**src/clock_power_pkg.sv**
```systemverilog
// Constants, types and register map of the clock and power control block.
// Assumes one oscillator clock and a plain register port of 8-bit words.
//
// Notes on behaviour
// - Nonvolatile bit or bit0 selects 6-clock CPU
// - Fast CPU: each peripheral bit picks 6/12
// - Slow CPU: all peripherals run at 12
// - Serial divider only serves fixed modes 0,2
// - Reset needs two machine cycles held high
// - Ports 1-3 reset without waiting for clock
// - Access select pin latched at reset release
// - Idle halts CPU, peripherals keep running
// - Idle exits on interrupt or hardware reset
// - Power-down stops oscillator, state is kept
// - Power-down exits by reset or external interrupt
// - Low level irq pin wakes, high completes
// - Power-on flag set at power-up, software writable
// - Reset ending idle blocks RAM, not ports
// - Low strobe at reset release enters float mode
// - Clock-out needs internal source, enable, run bit
// - Clock-out is fosc over n times reload span
// - Clock-out overflows raise no interrupt
// - Strobes 1 in idle, 0 in power-down
`default_nettype none
package clock_power_pkg;
  // ==========================================================
  // Register port
  localparam int unsigned ADDR_W = 4;
  localparam int unsigned DATA_W = 8;
  localparam logic [3:0] OFF_CLK_DIV_CTRL = 4'h0;
  localparam logic [3:0] OFF_POWER_CTRL   = 4'h1;
  localparam logic [3:0] OFF_TC_CTRL      = 4'h2;
  localparam logic [3:0] OFF_TC_MODE      = 4'h3;
  localparam logic [3:0] OFF_TC_RELOAD_LO = 4'h4;
  localparam logic [3:0] OFF_TC_RELOAD_HI = 4'h5;
  localparam logic [3:0] OFF_STATUS       = 4'h6;
  // ==========================================================
  // Field positions
  localparam int unsigned CDC_CPU_FAST = 0;
  localparam int unsigned CDC_TIMER_A  = 1;
  localparam int unsigned CDC_TIMER_B  = 2;
  localparam int unsigned CDC_TIMER_C  = 3;
  localparam int unsigned CDC_SERIAL   = 4;
  localparam int unsigned CDC_COUNTER  = 5;
  localparam int unsigned CDC_WATCHDOG = 6;
  localparam int unsigned PC_IDLE      = 0;
  localparam int unsigned PC_PDOWN     = 1;
  localparam int unsigned PC_POF       = 4;
  localparam int unsigned TC_SOURCE    = 1;
  localparam int unsigned TC_RUN       = 2;
  localparam int unsigned TM_CLKOUT_EN = 1;
  // ==========================================================
  // Reset values and masks
  localparam logic [7:0] CDC_RESET = 8'h00;
  localparam logic [7:0] CDC_MASK  = 8'h7F;
  localparam logic [7:0] PC_RESET  = 8'h00;
  localparam logic [7:0] PC_MASK   = 8'h13;
  localparam logic [7:0] TC_RESET  = 8'h00;
  localparam logic [7:0] TM_RESET  = 8'h00;
  localparam logic [7:0] TM_MASK   = 8'h03;
  localparam logic [7:0] REG_ZERO  = 8'h00;
  localparam logic [15:0] TC_TOP   = 16'hFFFF;
  // ==========================================================
  // Timing
  localparam int unsigned FAST_DIV = 6;
  localparam int unsigned SLOW_DIV = 12;
  localparam logic [1:0] RESET_MACHINE_CYCLES = 2'h2;
  // ==========================================================
  // Types
  typedef enum logic [4:0] {
    ST_RUN  = 5'b00001,
    ST_IDLE = 5'b00010,
    ST_PDWN = 5'b00100,
    ST_WAKE = 5'b01000,
    ST_EMU  = 5'b10000
  } power_state_t;
  typedef struct packed {
    logic fast;
    logic slow;
    logic half;
  } divider_ticks_t;
  typedef struct packed {
    logic watchdog;
    logic counter_array;
    logic serial;
    logic timer_c;
    logic timer_b;
    logic timer_a;
  } periph_ticks_t;
  typedef struct packed {
    logic hold;
    logic level;
    logic port0_float;
    logic port2_address;
    logic weak_pullup;
  } strobe_pins_t;
endpackage : clock_power_pkg
`default_nettype wire

```
**src/tick_divider.sv**
```systemverilog
// Divide-by-6, divide-by-12 and divide-by-2 tick enables.
// Assumes the oscillator clock; run_i low freezes the count.
`default_nettype none
module tick_divider #(
  parameter int unsigned SLOW = clock_power_pkg::SLOW_DIV
) (
  input  wire logic                            mclk_i,
  input  wire logic                            rst_i,
  input  wire logic                            run_i,
  output var  clock_power_pkg::divider_ticks_t ticks_o
);
  import clock_power_pkg::*;
  // Elaboration check: the 4-bit count serves only twice FAST_DIV
  if (SLOW != 2 * FAST_DIV || SLOW > 15) begin : g_bad_slow
    $error("tick_divider: SLOW must be twice FAST_DIV");
  end
  logic [3:0] cnt_reg;
  logic [3:0] cnt_next;
  wire        last_w = (cnt_reg == 4'(SLOW - 1));
  wire        mid_w  = (cnt_reg == 4'(FAST_DIV - 1));
  assign cnt_next = last_w ? 4'h0 : cnt_reg + 4'h1;
  // Count oscillator cycles and emit one-cycle enables
  always_ff @(posedge mclk_i or posedge rst_i) begin
    if (rst_i) begin
      cnt_reg <= 4'h0;
      ticks_o <= '0;
    end else if (run_i) begin
      cnt_reg      <= cnt_next;
      ticks_o.slow <= last_w;
      ticks_o.fast <= last_w | mid_w;
      ticks_o.half <= cnt_reg[0];
    end else begin
      ticks_o <= '0;
    end
  end
endmodule : tick_divider
`default_nettype wire

```
**src/clock_power_control.sv**
```systemverilog
// Clock rate selection, power states, reset timing and clock-out.
// Assumes synchronous pins and a register port answering one
// cycle after the read strobe.
//
// Local design decisions: the register addresses and strobed register access.
`default_nettype none
module clock_power_control (
  input  wire logic                            mclk_i,
  input  wire logic                            rst_i,
  input  wire logic [clock_power_pkg::ADDR_W-1:0] reg_addr_i,
  input  wire logic [clock_power_pkg::DATA_W-1:0] reg_wdata_i,
  input  wire logic                            reg_wr_i,
  input  wire logic                            reg_rd_i,
  output var  logic [clock_power_pkg::DATA_W-1:0] reg_rdata_o,
  input  wire logic                            nonvolatile_double_speed_bit_i,
  input  wire logic                            reset_pin_i,
  input  wire logic                            external_access_select_i,
  input  wire logic                            addr_latch_strobe_i,
  input  wire logic                            program_store_strobe_i,
  input  wire logic                            irq_pending_i,
  input  wire logic                            external_irq_a_pin_i,
  input  wire logic                            external_irq_b_pin_i,
  input  wire logic                            irq_a_wake_en_i,
  input  wire logic                            irq_b_wake_en_i,
  input  wire logic [1:0]                      serial_mode_i,
  output var  logic                            cpu_fast_o,
  output var  logic                            machine_cycle_tick_o,
  output var  clock_power_pkg::periph_ticks_t  periph_ticks_o,
  output var  logic                            internal_reset_o,
  output var  logic                            port_reset_o,
  output var  logic                            external_program_o,
  output var  logic                            cpu_halt_o,
  output var  logic                            osc_run_o,
  output var  logic                            ram_block_o,
  output var  clock_power_pkg::strobe_pins_t   strobes_o,
  output var  logic                            clock_out_o,
  output var  logic                            timer_c_irq_o,
  output var  logic                            baud_tick_o,
  output var  logic                            wake_irq_o
);
  import clock_power_pkg::*;

  // ==========================================================
  // Registers and state
  logic [7:0]     cdc_reg;
  logic [7:0]     pc_reg;
  logic [7:0]     tc_reg;
  logic [7:0]     tm_reg;
  logic [7:0]     rl_lo_reg;
  logic [7:0]     rl_hi_reg;
  logic [15:0]    tcnt_reg;
  logic [1:0]     rst_cnt_reg;
  logic           int_reset_reg;
  logic           ext_prog_reg;
  power_state_t   state_reg;
  power_state_t   state_next;
  divider_ticks_t div_w;
  periph_ticks_t  ticks_w;

  // ==========================================================
  // Tick generation
  tick_divider #(
    .SLOW (SLOW_DIV)
  ) u_div (
    .mclk_i  (mclk_i),
    .rst_i   (rst_i),
    .run_i   (osc_run_o),
    .ticks_o (div_w)
  );

  // Rate selection per peripheral
  wire cpu_fast_w = nonvolatile_double_speed_bit_i
                  | cdc_reg[CDC_CPU_FAST];
  wire mc_tick_w  = cpu_fast_w ? div_w.fast : div_w.slow;

  function automatic logic pick_tick(input logic half_rate,
                                     input logic fast_cpu,
                                     input divider_ticks_t d);
    pick_tick = (fast_cpu && !half_rate) ? d.fast : d.slow;
  endfunction : pick_tick

  assign ticks_w.timer_a = pick_tick(cdc_reg[CDC_TIMER_A],
                                     cpu_fast_w, div_w);
  assign ticks_w.timer_b = pick_tick(cdc_reg[CDC_TIMER_B],
                                     cpu_fast_w, div_w);
  assign ticks_w.timer_c = pick_tick(cdc_reg[CDC_TIMER_C],
                                     cpu_fast_w, div_w);
  assign ticks_w.counter_array = pick_tick(cdc_reg[CDC_COUNTER],
                                     cpu_fast_w, div_w);
  assign ticks_w.watchdog = pick_tick(cdc_reg[CDC_WATCHDOG],
                                     cpu_fast_w, div_w);
  // Variable-rate serial modes take their rate from a timer
  assign ticks_w.serial = !serial_mode_i[0]
      && pick_tick(cdc_reg[CDC_SERIAL], cpu_fast_w, div_w);

  // ==========================================================
  // Reset pin timing
  // The first tick may come right after the pin rises: count one more
  wire rst_cnt_done_w = (rst_cnt_reg == RESET_MACHINE_CYCLES + 2'h1);
  always_ff @(posedge mclk_i or posedge rst_i) begin
    if (rst_i) begin
      rst_cnt_reg   <= 2'h0;
      int_reset_reg <= 1'b1;
    end else if (!reset_pin_i) begin
      rst_cnt_reg   <= 2'h0;
      int_reset_reg <= 1'b0;
    end else if (mc_tick_w && !rst_cnt_done_w) begin
      rst_cnt_reg   <= rst_cnt_reg + 2'h1;
    end else if (rst_cnt_done_w) begin
      int_reset_reg <= 1'b1;
    end
  end
  wire reset_release_w = int_reset_reg && !reset_pin_i;

  // Ports follow the pin level with no clock edge in the path
  assign port_reset_o = reset_pin_i | int_reset_reg;

  // Strap capture at reset release
  always_ff @(posedge mclk_i or posedge rst_i) begin
    if (rst_i) begin
      ext_prog_reg <= 1'b0;
    end else if (reset_release_w) begin
      ext_prog_reg <= !external_access_select_i;
    end
  end

  // ==========================================================
  // Power state machine
  wire wake_low_w = (irq_a_wake_en_i && !external_irq_a_pin_i)
                  | (irq_b_wake_en_i && !external_irq_b_pin_i);
  wire emu_req_w  = !addr_latch_strobe_i && program_store_strobe_i;
  wire wr_pc_w    = reg_wr_i && (reg_addr_i == OFF_POWER_CTRL);

  always_comb begin
    state_next = state_reg;
    unique case (state_reg)
      ST_RUN: begin
        if (pc_reg[PC_PDOWN]) begin
          state_next = ST_PDWN;
        end else if (pc_reg[PC_IDLE]) begin
          state_next = ST_IDLE;
        end
      end
      ST_IDLE: begin
        if (irq_pending_i) begin
          state_next = ST_RUN;
        end
      end
      ST_PDWN: begin
        if (wake_low_w) begin
          state_next = ST_WAKE;
        end
      end
      ST_WAKE: begin
        if (!wake_low_w) begin
          state_next = ST_RUN;
        end
      end
      ST_EMU: begin
        state_next = ST_EMU;
      end
      default: begin
        state_next = ST_RUN;
      end
    endcase
    if (reset_release_w) begin
      state_next = emu_req_w ? ST_EMU : ST_RUN;
    end else if (int_reset_reg) begin
      state_next = ST_RUN;
    end
  end

  always_ff @(posedge mclk_i or posedge rst_i) begin
    if (rst_i) begin
      state_reg <= ST_RUN;
    end else begin
      state_reg <= state_next;
    end
  end

  // ==========================================================
  // Register writes
  wire wr_cdc_w = reg_wr_i && (reg_addr_i == OFF_CLK_DIV_CTRL);
  wire wr_tc_w  = reg_wr_i && (reg_addr_i == OFF_TC_CTRL);
  wire wr_tm_w  = reg_wr_i && (reg_addr_i == OFF_TC_MODE);
  wire wr_rll_w = reg_wr_i && (reg_addr_i == OFF_TC_RELOAD_LO);
  wire wr_rlh_w = reg_wr_i && (reg_addr_i == OFF_TC_RELOAD_HI);
  wire leave_w  = (state_reg != ST_RUN) && (state_next == ST_RUN);

  // Mode bits drop when the block returns to the run state
  logic [7:0] pc_next;
  always_comb begin
    pc_next = pc_reg;
    if (wr_pc_w) begin
      pc_next = reg_wdata_i & PC_MASK;
    end
    if (leave_w) begin
      pc_next[PC_IDLE]  = 1'b0;
      pc_next[PC_PDOWN] = 1'b0;
    end
  end

  // Internal reset reloads the control registers, not the flag
  always_ff @(posedge mclk_i or posedge rst_i) begin
    if (rst_i) begin
      cdc_reg   <= CDC_RESET;
      pc_reg    <= PC_RESET | (8'h01 << PC_POF);
      tc_reg    <= TC_RESET;
      tm_reg    <= TM_RESET;
      rl_lo_reg <= REG_ZERO;
      rl_hi_reg <= REG_ZERO;
    end else if (int_reset_reg) begin
      cdc_reg   <= CDC_RESET;
      pc_reg    <= (PC_RESET & ~(8'h01 << PC_POF))
                 | (pc_reg & (8'h01 << PC_POF));
      tc_reg    <= TC_RESET;
      tm_reg    <= TM_RESET;
      rl_lo_reg <= REG_ZERO;
      rl_hi_reg <= REG_ZERO;
    end else begin
      if (wr_cdc_w) cdc_reg <= reg_wdata_i & CDC_MASK;
      pc_reg <= pc_next;
      if (wr_tc_w) tc_reg <= reg_wdata_i;
      if (wr_tm_w) tm_reg <= reg_wdata_i & TM_MASK;
      if (wr_rll_w) rl_lo_reg <= reg_wdata_i;
      if (wr_rlh_w) rl_hi_reg <= reg_wdata_i;
    end
  end

  // ==========================================================
  // Register reads
  wire [7:0] status_w = {3'h0, state_reg == ST_EMU, ext_prog_reg,
                         state_reg == ST_PDWN,
                         state_reg == ST_IDLE, cpu_fast_w};
  logic [7:0] rd_mux_w;
  always_comb begin
    unique case (reg_addr_i)
      OFF_CLK_DIV_CTRL: rd_mux_w = cdc_reg;
      OFF_POWER_CTRL:   rd_mux_w = pc_reg;
      OFF_TC_CTRL:      rd_mux_w = tc_reg;
      OFF_TC_MODE:      rd_mux_w = tm_reg;
      OFF_TC_RELOAD_LO: rd_mux_w = rl_lo_reg;
      OFF_TC_RELOAD_HI: rd_mux_w = rl_hi_reg;
      OFF_STATUS:       rd_mux_w = status_w;
      default:          rd_mux_w = REG_ZERO;
    endcase
  end
  always_ff @(posedge mclk_i or posedge rst_i) begin
    if (rst_i) begin
      reg_rdata_o <= REG_ZERO;
    end else begin
      reg_rdata_o <= reg_rd_i ? rd_mux_w : REG_ZERO;
    end
  end

  // ==========================================================
  // Timer C clock-out
  wire        run_w    = tc_reg[TC_RUN] && !tc_reg[TC_SOURCE];
  wire        clkout_w = run_w && tm_reg[TM_CLKOUT_EN];
  // Count every cycle when fast, every other when slow
  wire        co_step_w = cpu_fast_w ? osc_run_o : div_w.half;
  wire        tc_step_w = clkout_w ? co_step_w
                        : (run_w && ticks_w.timer_c);
  wire        tc_top_w  = (tcnt_reg == TC_TOP);
  wire [15:0] reload_w  = {rl_hi_reg, rl_lo_reg};
  always_ff @(posedge mclk_i or posedge rst_i) begin
    if (rst_i) begin
      tcnt_reg      <= 16'h0000;
      clock_out_o   <= 1'b0;
      timer_c_irq_o <= 1'b0;
      baud_tick_o   <= 1'b0;
    end else if (int_reset_reg || !run_w) begin
      tcnt_reg      <= reload_w;     // Stopped: preset so span is exact
      clock_out_o   <= 1'b0;
      timer_c_irq_o <= 1'b0;
      baud_tick_o   <= 1'b0;
    end else begin
      baud_tick_o   <= tc_step_w && tc_top_w;
      timer_c_irq_o <= tc_step_w && tc_top_w && !clkout_w;
      if (tc_step_w) begin
        tcnt_reg <= tc_top_w ? reload_w : tcnt_reg + 16'h0001;
        if (tc_top_w && clkout_w) begin
          clock_out_o <= !clock_out_o;
        end
      end
    end
  end

  // ==========================================================
  // Registered pin and status outputs
  wire in_idle_w = (state_next == ST_IDLE);
  wire in_pd_w   = (state_next == ST_PDWN);
  always_ff @(posedge mclk_i or posedge rst_i) begin
    if (rst_i) begin
      cpu_fast_o           <= 1'b0;
      machine_cycle_tick_o <= 1'b0;
      periph_ticks_o       <= '0;
      internal_reset_o     <= 1'b1;
      external_program_o   <= 1'b0;
      cpu_halt_o           <= 1'b0;
      osc_run_o            <= 1'b1;
      ram_block_o          <= 1'b0;
      strobes_o            <= '0;
      wake_irq_o           <= 1'b0;
    end else begin
      cpu_fast_o           <= cpu_fast_w;
      machine_cycle_tick_o <= mc_tick_w;
      periph_ticks_o       <= ticks_w;
      internal_reset_o     <= int_reset_reg;
      external_program_o   <= ext_prog_reg;
      cpu_halt_o <= in_idle_w | in_pd_w
                  | (state_next == ST_WAKE);
      osc_run_o  <= !in_pd_w || reset_pin_i;
      ram_block_o <= (state_reg == ST_IDLE)
                   && reset_pin_i;
      wake_irq_o <= (state_reg == ST_WAKE) && leave_w;
      strobes_o.hold  <= in_idle_w | in_pd_w;
      strobes_o.level <= in_idle_w;
      strobes_o.port0_float <= ((in_idle_w | in_pd_w) && ext_prog_reg)
                             || (state_next == ST_EMU);
      strobes_o.port2_address <= in_idle_w && ext_prog_reg;
      strobes_o.weak_pullup   <= (state_next == ST_EMU);
    end
  end

  // ==========================================================
  // Checks
  chk_fast_select: assert property (@(posedge mclk_i) disable iff (rst_i)
    ##1 cpu_fast_o == $past(nonvolatile_double_speed_bit_i
                            | cdc_reg[CDC_CPU_FAST]))
    else $error("cpu rate mismatch");
  chk_fast_periph: assert property (@(posedge mclk_i) disable iff (rst_i)
    (cpu_fast_w && !cdc_reg[CDC_TIMER_A])
      |-> ticks_w.timer_a == div_w.fast)
    else $error("fast peripheral rate wrong");
  chk_slow_periph: assert property (@(posedge mclk_i) disable iff (rst_i)
    !cpu_fast_w |=> periph_ticks_o.watchdog == $past(div_w.slow))
    else $error("slow peripheral rate wrong");
  chk_serial_var: assert property (@(posedge mclk_i) disable iff (rst_i)
    serial_mode_i[0] |-> !ticks_w.serial)
    else $error("serial tick in variable mode");
  chk_reset_len: assert property (@(posedge mclk_i) disable iff (rst_i)
    $rose(int_reset_reg) |-> $past(reset_pin_i, 11))
    else $error("reset taken too early");
  chk_strap_hold: assert property (@(posedge mclk_i) disable iff (rst_i)
    !$past(reset_release_w) |-> $stable(ext_prog_reg))
    else $error("strap changed outside release");
  chk_idle_halt: assert property (@(posedge mclk_i) disable iff (rst_i)
    (state_reg == ST_IDLE) |-> cpu_halt_o && osc_run_o)
    else $error("idle not halting");
  chk_pd_osc: assert property (@(posedge mclk_i) disable iff (rst_i)
    (state_reg == ST_PDWN && !reset_pin_i && !wake_low_w)
      |=> !osc_run_o ##0 strobes_o.hold && !strobes_o.level)
    else $error("oscillator not stopped");
  chk_clkout_irq: assert property (@(posedge mclk_i) disable iff (rst_i)
    (clkout_w && !int_reset_reg) |=> !timer_c_irq_o)
    else $error("clock-out raised interrupt");
  chk_ram_block: assert property (@(posedge mclk_i) disable iff (rst_i)
    (state_reg == ST_IDLE && reset_pin_i) |=> ram_block_o)
    else $error("ram not blocked");
  cov_idle_irq: cover property (@(posedge mclk_i) disable iff (rst_i)
    state_reg == ST_IDLE ##1 state_reg == ST_RUN);
  cov_pd_wake: cover property (@(posedge mclk_i) disable iff (rst_i)
    state_reg == ST_WAKE ##1 wake_irq_o);
  cov_emu: cover property (@(posedge mclk_i) disable iff (rst_i)
    state_reg == ST_EMU);
  cov_clkout: cover property (@(posedge mclk_i) disable iff (rst_i)
    $rose(clock_out_o));
endmodule : clock_power_control
`default_nettype wire

```
**config.mk**
```make
export PLATFORM = sky130hd
export DESIGN_NAME = clock_power_control
export DESIGN_NICKNAME = d
export VERILOG_FILES = /design/src/clock_power_pkg.sv /design/src/tick_divider.sv /design/src/clock_power_control.sv
export SDC_FILE = /design/constraint.sdc
export NUM_CORES = 1
export LEC_CHECK = 0
export ABC_AREA = 1
export BUFFER_PORTS_ARGS = -buffer_cell sky130_fd_sc_hd__buf_4
export CORE_MARGIN = 5
export CORE_UTILIZATION = 55
export CTS_CLUSTER_SIZE = 10
export DETAILED_ROUTE_END_ITERATION = 6
export PLACE_DENSITY_LB_ADDON = 0.1
export SYNTH_ARGS = -nofsm -noshare
export SYNTH_HDL_FRONTEND = slang
export SYNTH_SLANG_ARGS = --single-unit
```
**constraint.sdc**
```tcl
create_clock -name mclk_i -period 3.7 [get_ports mclk_i]
set_clock_uncertainty 0.15 [all_clocks]
set_input_delay 0.74 -clock mclk_i [delete_from_list [all_inputs] [get_ports mclk_i]]
set_output_delay 0.74 -clock mclk_i [all_outputs]
set_load 0.03 [all_outputs]
```
## After elaboration in Yosys (flattened, before gate mapping)

Cells that the tools add are included.

| cells by class | value |
|---|---|
| add/subtract/negate cells | 3 |
| equality and inequality tests | 24 |
| multiplexer cells | 48 |
| bitwise logic cells | 7 |
| reductions and logical operators | 63 |

Operators with widths:

| cell | count |
|---|---|
| 8-bit two-way mux | 13 |
| 8-bit one-hot mux with 7 select lines | 1 |
| 16-bit two-way mux | 3 |
| 5-bit two-way mux | 8 |
| 1-bit logical AND | 29 |
| 5-bit one-hot mux with 5 select lines | 1 |
| 1-bit logical NOT | 18 |
| 1-bit two-way mux | 17 |
| 16-bit by 1-bit adder with 16-bit output, second input constant | 1 |
| 16-bit equality test, second input constant | 1 |
| 4-bit by 3-bit equality test with 1-bit output, second input constant | 4 |
| 2-bit nonzero test | 8 |
| 5-bit by 1-bit equality test with 1-bit output, second input constant | 2 |
| 5-bit by 2-bit equality test with 1-bit output, second input constant | 2 |
| 5-bit by 3-bit equality test with 1-bit output, second input constant | 2 |
| 5-bit by 4-bit equality test with 1-bit output, second input constant | 2 |
| 5-bit equality test, second input constant | 2 |
| 4-bit by 2-bit equality test with 1-bit output, second input constant | 2 |
| 2-bit two-way mux | 3 |
| 1-bit OR | 6 |
| 2-bit AND reduction | 3 |
| 5-bit by 1-bit inequality test with 1-bit output, second input constant | 1 |
| 4-bit by 1-bit adder with 4-bit output, second input constant | 1 |
| 4-bit by 1-bit equality test with 1-bit output, second input constant | 1 |
| other kinds (11) | 14 |

| storage, ports and cells | value |
|---|---|
| flip-flop bits (word level) | 110 |
| input bits | 28 |
| output and inout port bits | 31 |
| logic and storage cells | 185 |

## Longest topological paths before layout

| depth | value |
|---|---|
| depth in word-level cells | 11 |
| mapped depth | 13 |
| depth with buffers taken out | 13 |

## Hierarchy

A second synthesis with hierarchy kept.

| unflattened totals | value |
|---|---|
| cell total of the unflattened synthesis | 629 |
| area total of the unflattened synthesis | 4942.2 um2 |

Modules (own cells, without submodules):

| module | instances | cells an instance | area an instance (um2) | sequential area each (um2) |
|---|---|---|---|---|
| clock_power_control | 1 | 590 | 4613.2 | 2283.4 |
| tick_divider | 1 | 39 | 329.1 | 175.2 |

## Worst setup path after synthesis

No wires, ideal clock.

| timing | value |
|---|---|
| path kind | reg2out |
| start | register int_reset_reg |
| end | output port_reset_o |
| data arrival time | 1.246 ns |
| data required time | 2.810 ns |
| setup slack | 1.564 ns |
| cell stages (with the launch flop) | 6 |
| path buffers | 3 |
| cell sequence | dfstp_2 buf_4 inv_2 buf_4 buf_4 nand2_1 |

| on the way | value |
|---|---|
| longest elaborated chain between the ends | 1 |

Ends and longest elaborated chain:

| what | RTL line | source |
|---|---|---|
| from (decl) | clock_power_control.sv:53 | `logic int_reset_reg;` |
| from (signal assigned) | clock_power_control.sv:103 | `int_reset_reg <= 1'b1;` |
| from (signal assigned) | clock_power_control.sv:106 | `int_reset_reg <= 1'b0;` |
| from (signal assigned) | clock_power_control.sv:110 | `int_reset_reg <= 1'b1;` |
| 1-bit OR | clock_power_control.sv:116 | `assign port_reset_o = reset_pin_i \| int_reset_reg;` |
| to (decl) | clock_power_control.sv:30 | `output var logic port_reset_o,` |

Every way passes these cells.

## Final worst setup path

Same ends and word-level chain as after synthesis.

==> flow_results.org <==
** Status
- The run finished with clean final reports.

** Placed design
- The count of buffers added on input and output ports is 57.
- Placed insts :: 795
- Placed inst area :: between 0.005 and 0.006 mm2
- The HPWL after detailed placement is 8.95 mm.
- Prior to clock tree synthesis, the placed netlist has a worst setup slack of about 1300 ps.
- Routability Congestion :: approximately 0.9

** Finish
- Fraction of the core area covered by cells at the end of the flow :: between 60 and 70%
- Number of fillers in the final layout :: about 760
- Layout cells sized above 1 :: about 16%
- Leaving out fill and tap cells, the most frequent cell in the layout is sky130_fd_sc_hd__nand2_1.
- Most frequent cells in the layout :: 189 x sky130_fd_sc_hd__nand2_1, 93 x sky130_fd_sc_hd__dfrtp_1, 88 x sky130_fd_sc_hd__inv_1
- The register with the most flip-flops in the layout has 16 of them.
- Net count, final :: 730
- 0 antenna diodes ended up in the layout.
- From synthesis to final layout, the design area changed by 14.5%.
- Summed area of non-filler cells in the final layout :: 0.00570 mm2
- After the flow finishes, the layout carries non-filler instances totaling just over 800.

** Worst setup path
- STA classifies the critical path startpoint as a flip-flop.
- Worst path arrival time :: roughly 1600 ps
- The worst setup path is captured at a primary output.
- Worst-path cell with the longest stage delay :: sky130_fd_sc_hd__dfstp_2
- CP max stage delay :: just over 700 ps
- Worst-path maximum fanout :: 22
- Ordered list of cells on the worst path :: inv_2 > nand2_1 > buf_4
- Kind of critical path :: reg -> out
- For the worst setup path, the data required time is about 2800 ps.

** Yosys
- Mean cell area of the mapped netlist :: roughly 7.8 um2
- Sequential elements use around half of the synthesized area.
- Synthesis inferred just under 100 register bits.
- The synthesized netlist occupies a cell area of around 0.005 mm2.
- Counting distinct cell types in the post-synthesis netlist gives 39.
- Fraction of registers with async set or reset after synthesis :: 100%
- The synthesized design contains 0 enable-type register cells.
- Flip-flop cell with the highest count after synthesis :: sky130_fd_sc_hd__dfrtp_1
- During synthesis, Yosys emitted a total of 0 warnings.
- Syn Nets :: 670
- Instance count of the mapped netlist :: 638

** Route
- Detailed routing inserted a total of 4,341 vias.
- Count of nets left with antenna violations after detail routing :: 0
- After detailed routing, the number of vias per cell comes to 5.35.
- In the final routed layout, each cell accounts on average for 15.1 um.
- Number of iterations in the first detailed-routing pass :: 5
- Iter 0 DRT Violations :: between 200 and 250
- After detailed routing, the number of remaining DRC violations is 0.
- For this block, the routed nets add up to between 10 and 15 mm of wire.

** Clocking
- Post-cts sizing count :: 0
- The number of clock buffers added by TritonCTS is 9.
- For this design, the CTS-stage hold fixing added 0 buffers.
- Post-CTS setup-driven buffer insertion count :: 0
- The tree is rooted in a sky130_fd_sc_hd__clkbuf_8.
- Clk slew on worst S/H paths :: around 90 ps
- The clock net in this run drives a total of slightly below 100 sinks.
- The clock passes through at most 2 buffers.
- Deepest level of the CTS H-tree :: 3
- TritonCTS built the clock tree.
- Worst-Skew Late Latency :: 370 ps

** Global routing
- Overflow after GRT :: 0
- Largest net degree at the start of global routing :: 59
- Number of global-route vias before repair :: approximately 4,300
- The first global-routing pass estimated 20.7 mm of wire.
- Initial antenna violation count :: 0
- Global routing used roughly 23% of the available tracks across all layers.

** Timing
- Final TNS setup :: 0 ps
- Worst Hold Margin :: around 330 ps
- Ratio of final minimum period to clock period :: between 60 and 70%
- Number of slew-limit violations in the final report :: 0
- The final-report hold violation count is 0.
- Setup violations remaining at the end of the flow were counted as 0.
- Maximum frequency from static timing analysis :: 400 MHz
- Final worst path period need :: between 2000 and 3000 ps
- Setup repair after global routing left no endpoint under its margin.
- Measured against its own limit, the worst slew margin works out to between 40% and 50%.
- Transition at the pin with the smallest max-transition slack :: ~750 ps
- In the post-route analysis, the smallest setup slack over all paths is 1200 ps.

** Worst hold path
- In this run the worst hold path is classified as reg -> reg.

** Die
- Height of the die :: around 110 um
- Placeable core region :: between 0.008 and 0.009 mm2
- The die covers 0.0111 mm2.
- Effective utilization at floorplan :: about 57%
- For this design the top-level I/O count stands at a little under 60.
- In this run the horizontal extent of the chip is between 100 and 150 um.
- The initialized floorplan defines 34 standard-cell rows.

** Power
- Power comes to between 3 and 4 mW.
- The worst-case IR drop observed on VDD is around 0.38 mV.
- Total leakage power :: 2.96 nW
- Total power density per cell area :: around 650 mW/mm2

** Run
- Max-cap violations :: 0
## path summary, 6_finish.rpt
check | startpoint | end | slack (ps) | cells after the start
setup / recovery | int_reset_reg$_DFFE_PP1P_ | port_reset_o | 1200 | 3
hold / removal | ext_prog_reg$_DFFE_PP0P_ | external_program_o$_DFF_PP0_ | 330 | 0
setup reg to reg | tcnt_reg[0]$_DFFE_PP0P_ | tcnt_reg[9]$_DFFE_PP0P_ | 1590 | 10
hold reg to reg | ext_prog_reg$_DFFE_PP0P_ | external_program_o$_DFF_PP0_ | 330 | 0
max in group asynchronous | rst_i | int_reset_reg$_DFFE_PP1P_ | 2230 | 3
min in group asynchronous | rst_i | clock_out_o$_DFFE_PP0P_ | 340 | 2
## critical path, delay by kind of cell (launching register included)
family / cells / cell delay [ps]
DFF: 1 / 720
and+or+nand+nor: 1 / 120
buffers and inverters: 2 / 400
## cells in the mapped netlist, types with 3 or more instances
cell | instances | area share (%)
sky130_fd_sc_hd__buf_4 | 5 | 0.75
sky130_fd_sc_hd__o21ai_0 | 53 | 5.3
sky130_fd_sc_hd__ha_1 | 4 | 1.0
sky130_fd_sc_hd__nand3_1 | 46 | 4.6
sky130_fd_sc_hd__inv_1 | 89 | 6.7
sky130_fd_sc_hd__dfstp_2 | 5 | 2.6
sky130_fd_sc_hd__o21ai_1 | 4 | 0.40
sky130_fd_sc_hd__nor2_1 | 54 | 4.1
sky130_fd_sc_hd__a21oi_1 | 16 | 1.6
sky130_fd_sc_hd__buf_2 | 3 | 0.30
sky130_fd_sc_hd__nor2_2 | 5 | 0.63
sky130_fd_sc_hd__xor2_1 | 4 | 0.70
sky130_fd_sc_hd__a31oi_1 | 4 | 0.50
sky130_fd_sc_hd__inv_2 | 5 | 0.38
sky130_fd_sc_hd__nor3_1 | 6 | 0.60
sky130_fd_sc_hd__nand2_2 | 3 | 0.38
sky130_fd_sc_hd__nor2_4 | 4 | 0.90
sky130_fd_sc_hd__nand4_1 | 6 | 0.75
sky130_fd_sc_hd__dfrtp_1 | 93 | 47
sky130_fd_sc_hd__o21ai_2 | 3 | 0.53
sky130_fd_sc_hd__o22ai_1 | 12 | 1.5
sky130_fd_sc_hd__nand2_1 | 189 | 14
## power by group
part	internal [mW]	total (mW)	switching, mW
registers	1.39	1.65	0.255
clock network	0.384	0.773	0.389
logic	0.448	1.29	0.840
## per-layer routing
layer | track usage, % | wire, um | part of all wire [%] | vias to the layer above
met2 | 38.3 | 6050 | 49 | 117
li1 | - | - | - | 2144
met4 | 9.32 | 390 | 3.2 | 0
met3 | 4.56 | 482 | 3.9 | 25
met1 | 29.8 | 5330 | 43 | 2055
met5 | 0 | 0 | 0 | -
## final cells by class
cell class	instances	area (um2)	area share (%)
multi-input cells	434	2080	36.5
flip-flops and latches	98	2460	43.1
inverters	96	368	6.45
clock buffers	10	128	2.24
clock inverters	6	90.1	1.58
well taps	108	135	2.37
repair buffers	59	443	7.77
## cell families after synthesis
family                     after synthesis  synth area share (%)
adders and majority gates                4                  1.01
DFF                                     98                  49.4
buffers and inverters                  106                  8.85
xor gates and xnor gates                 6                  1.06
AOI/OAI and AO/OA                       97                  10.8
and+or+nand+nor                        327                  28.9
No activity file was read; power rests on OpenSTA's default activity.
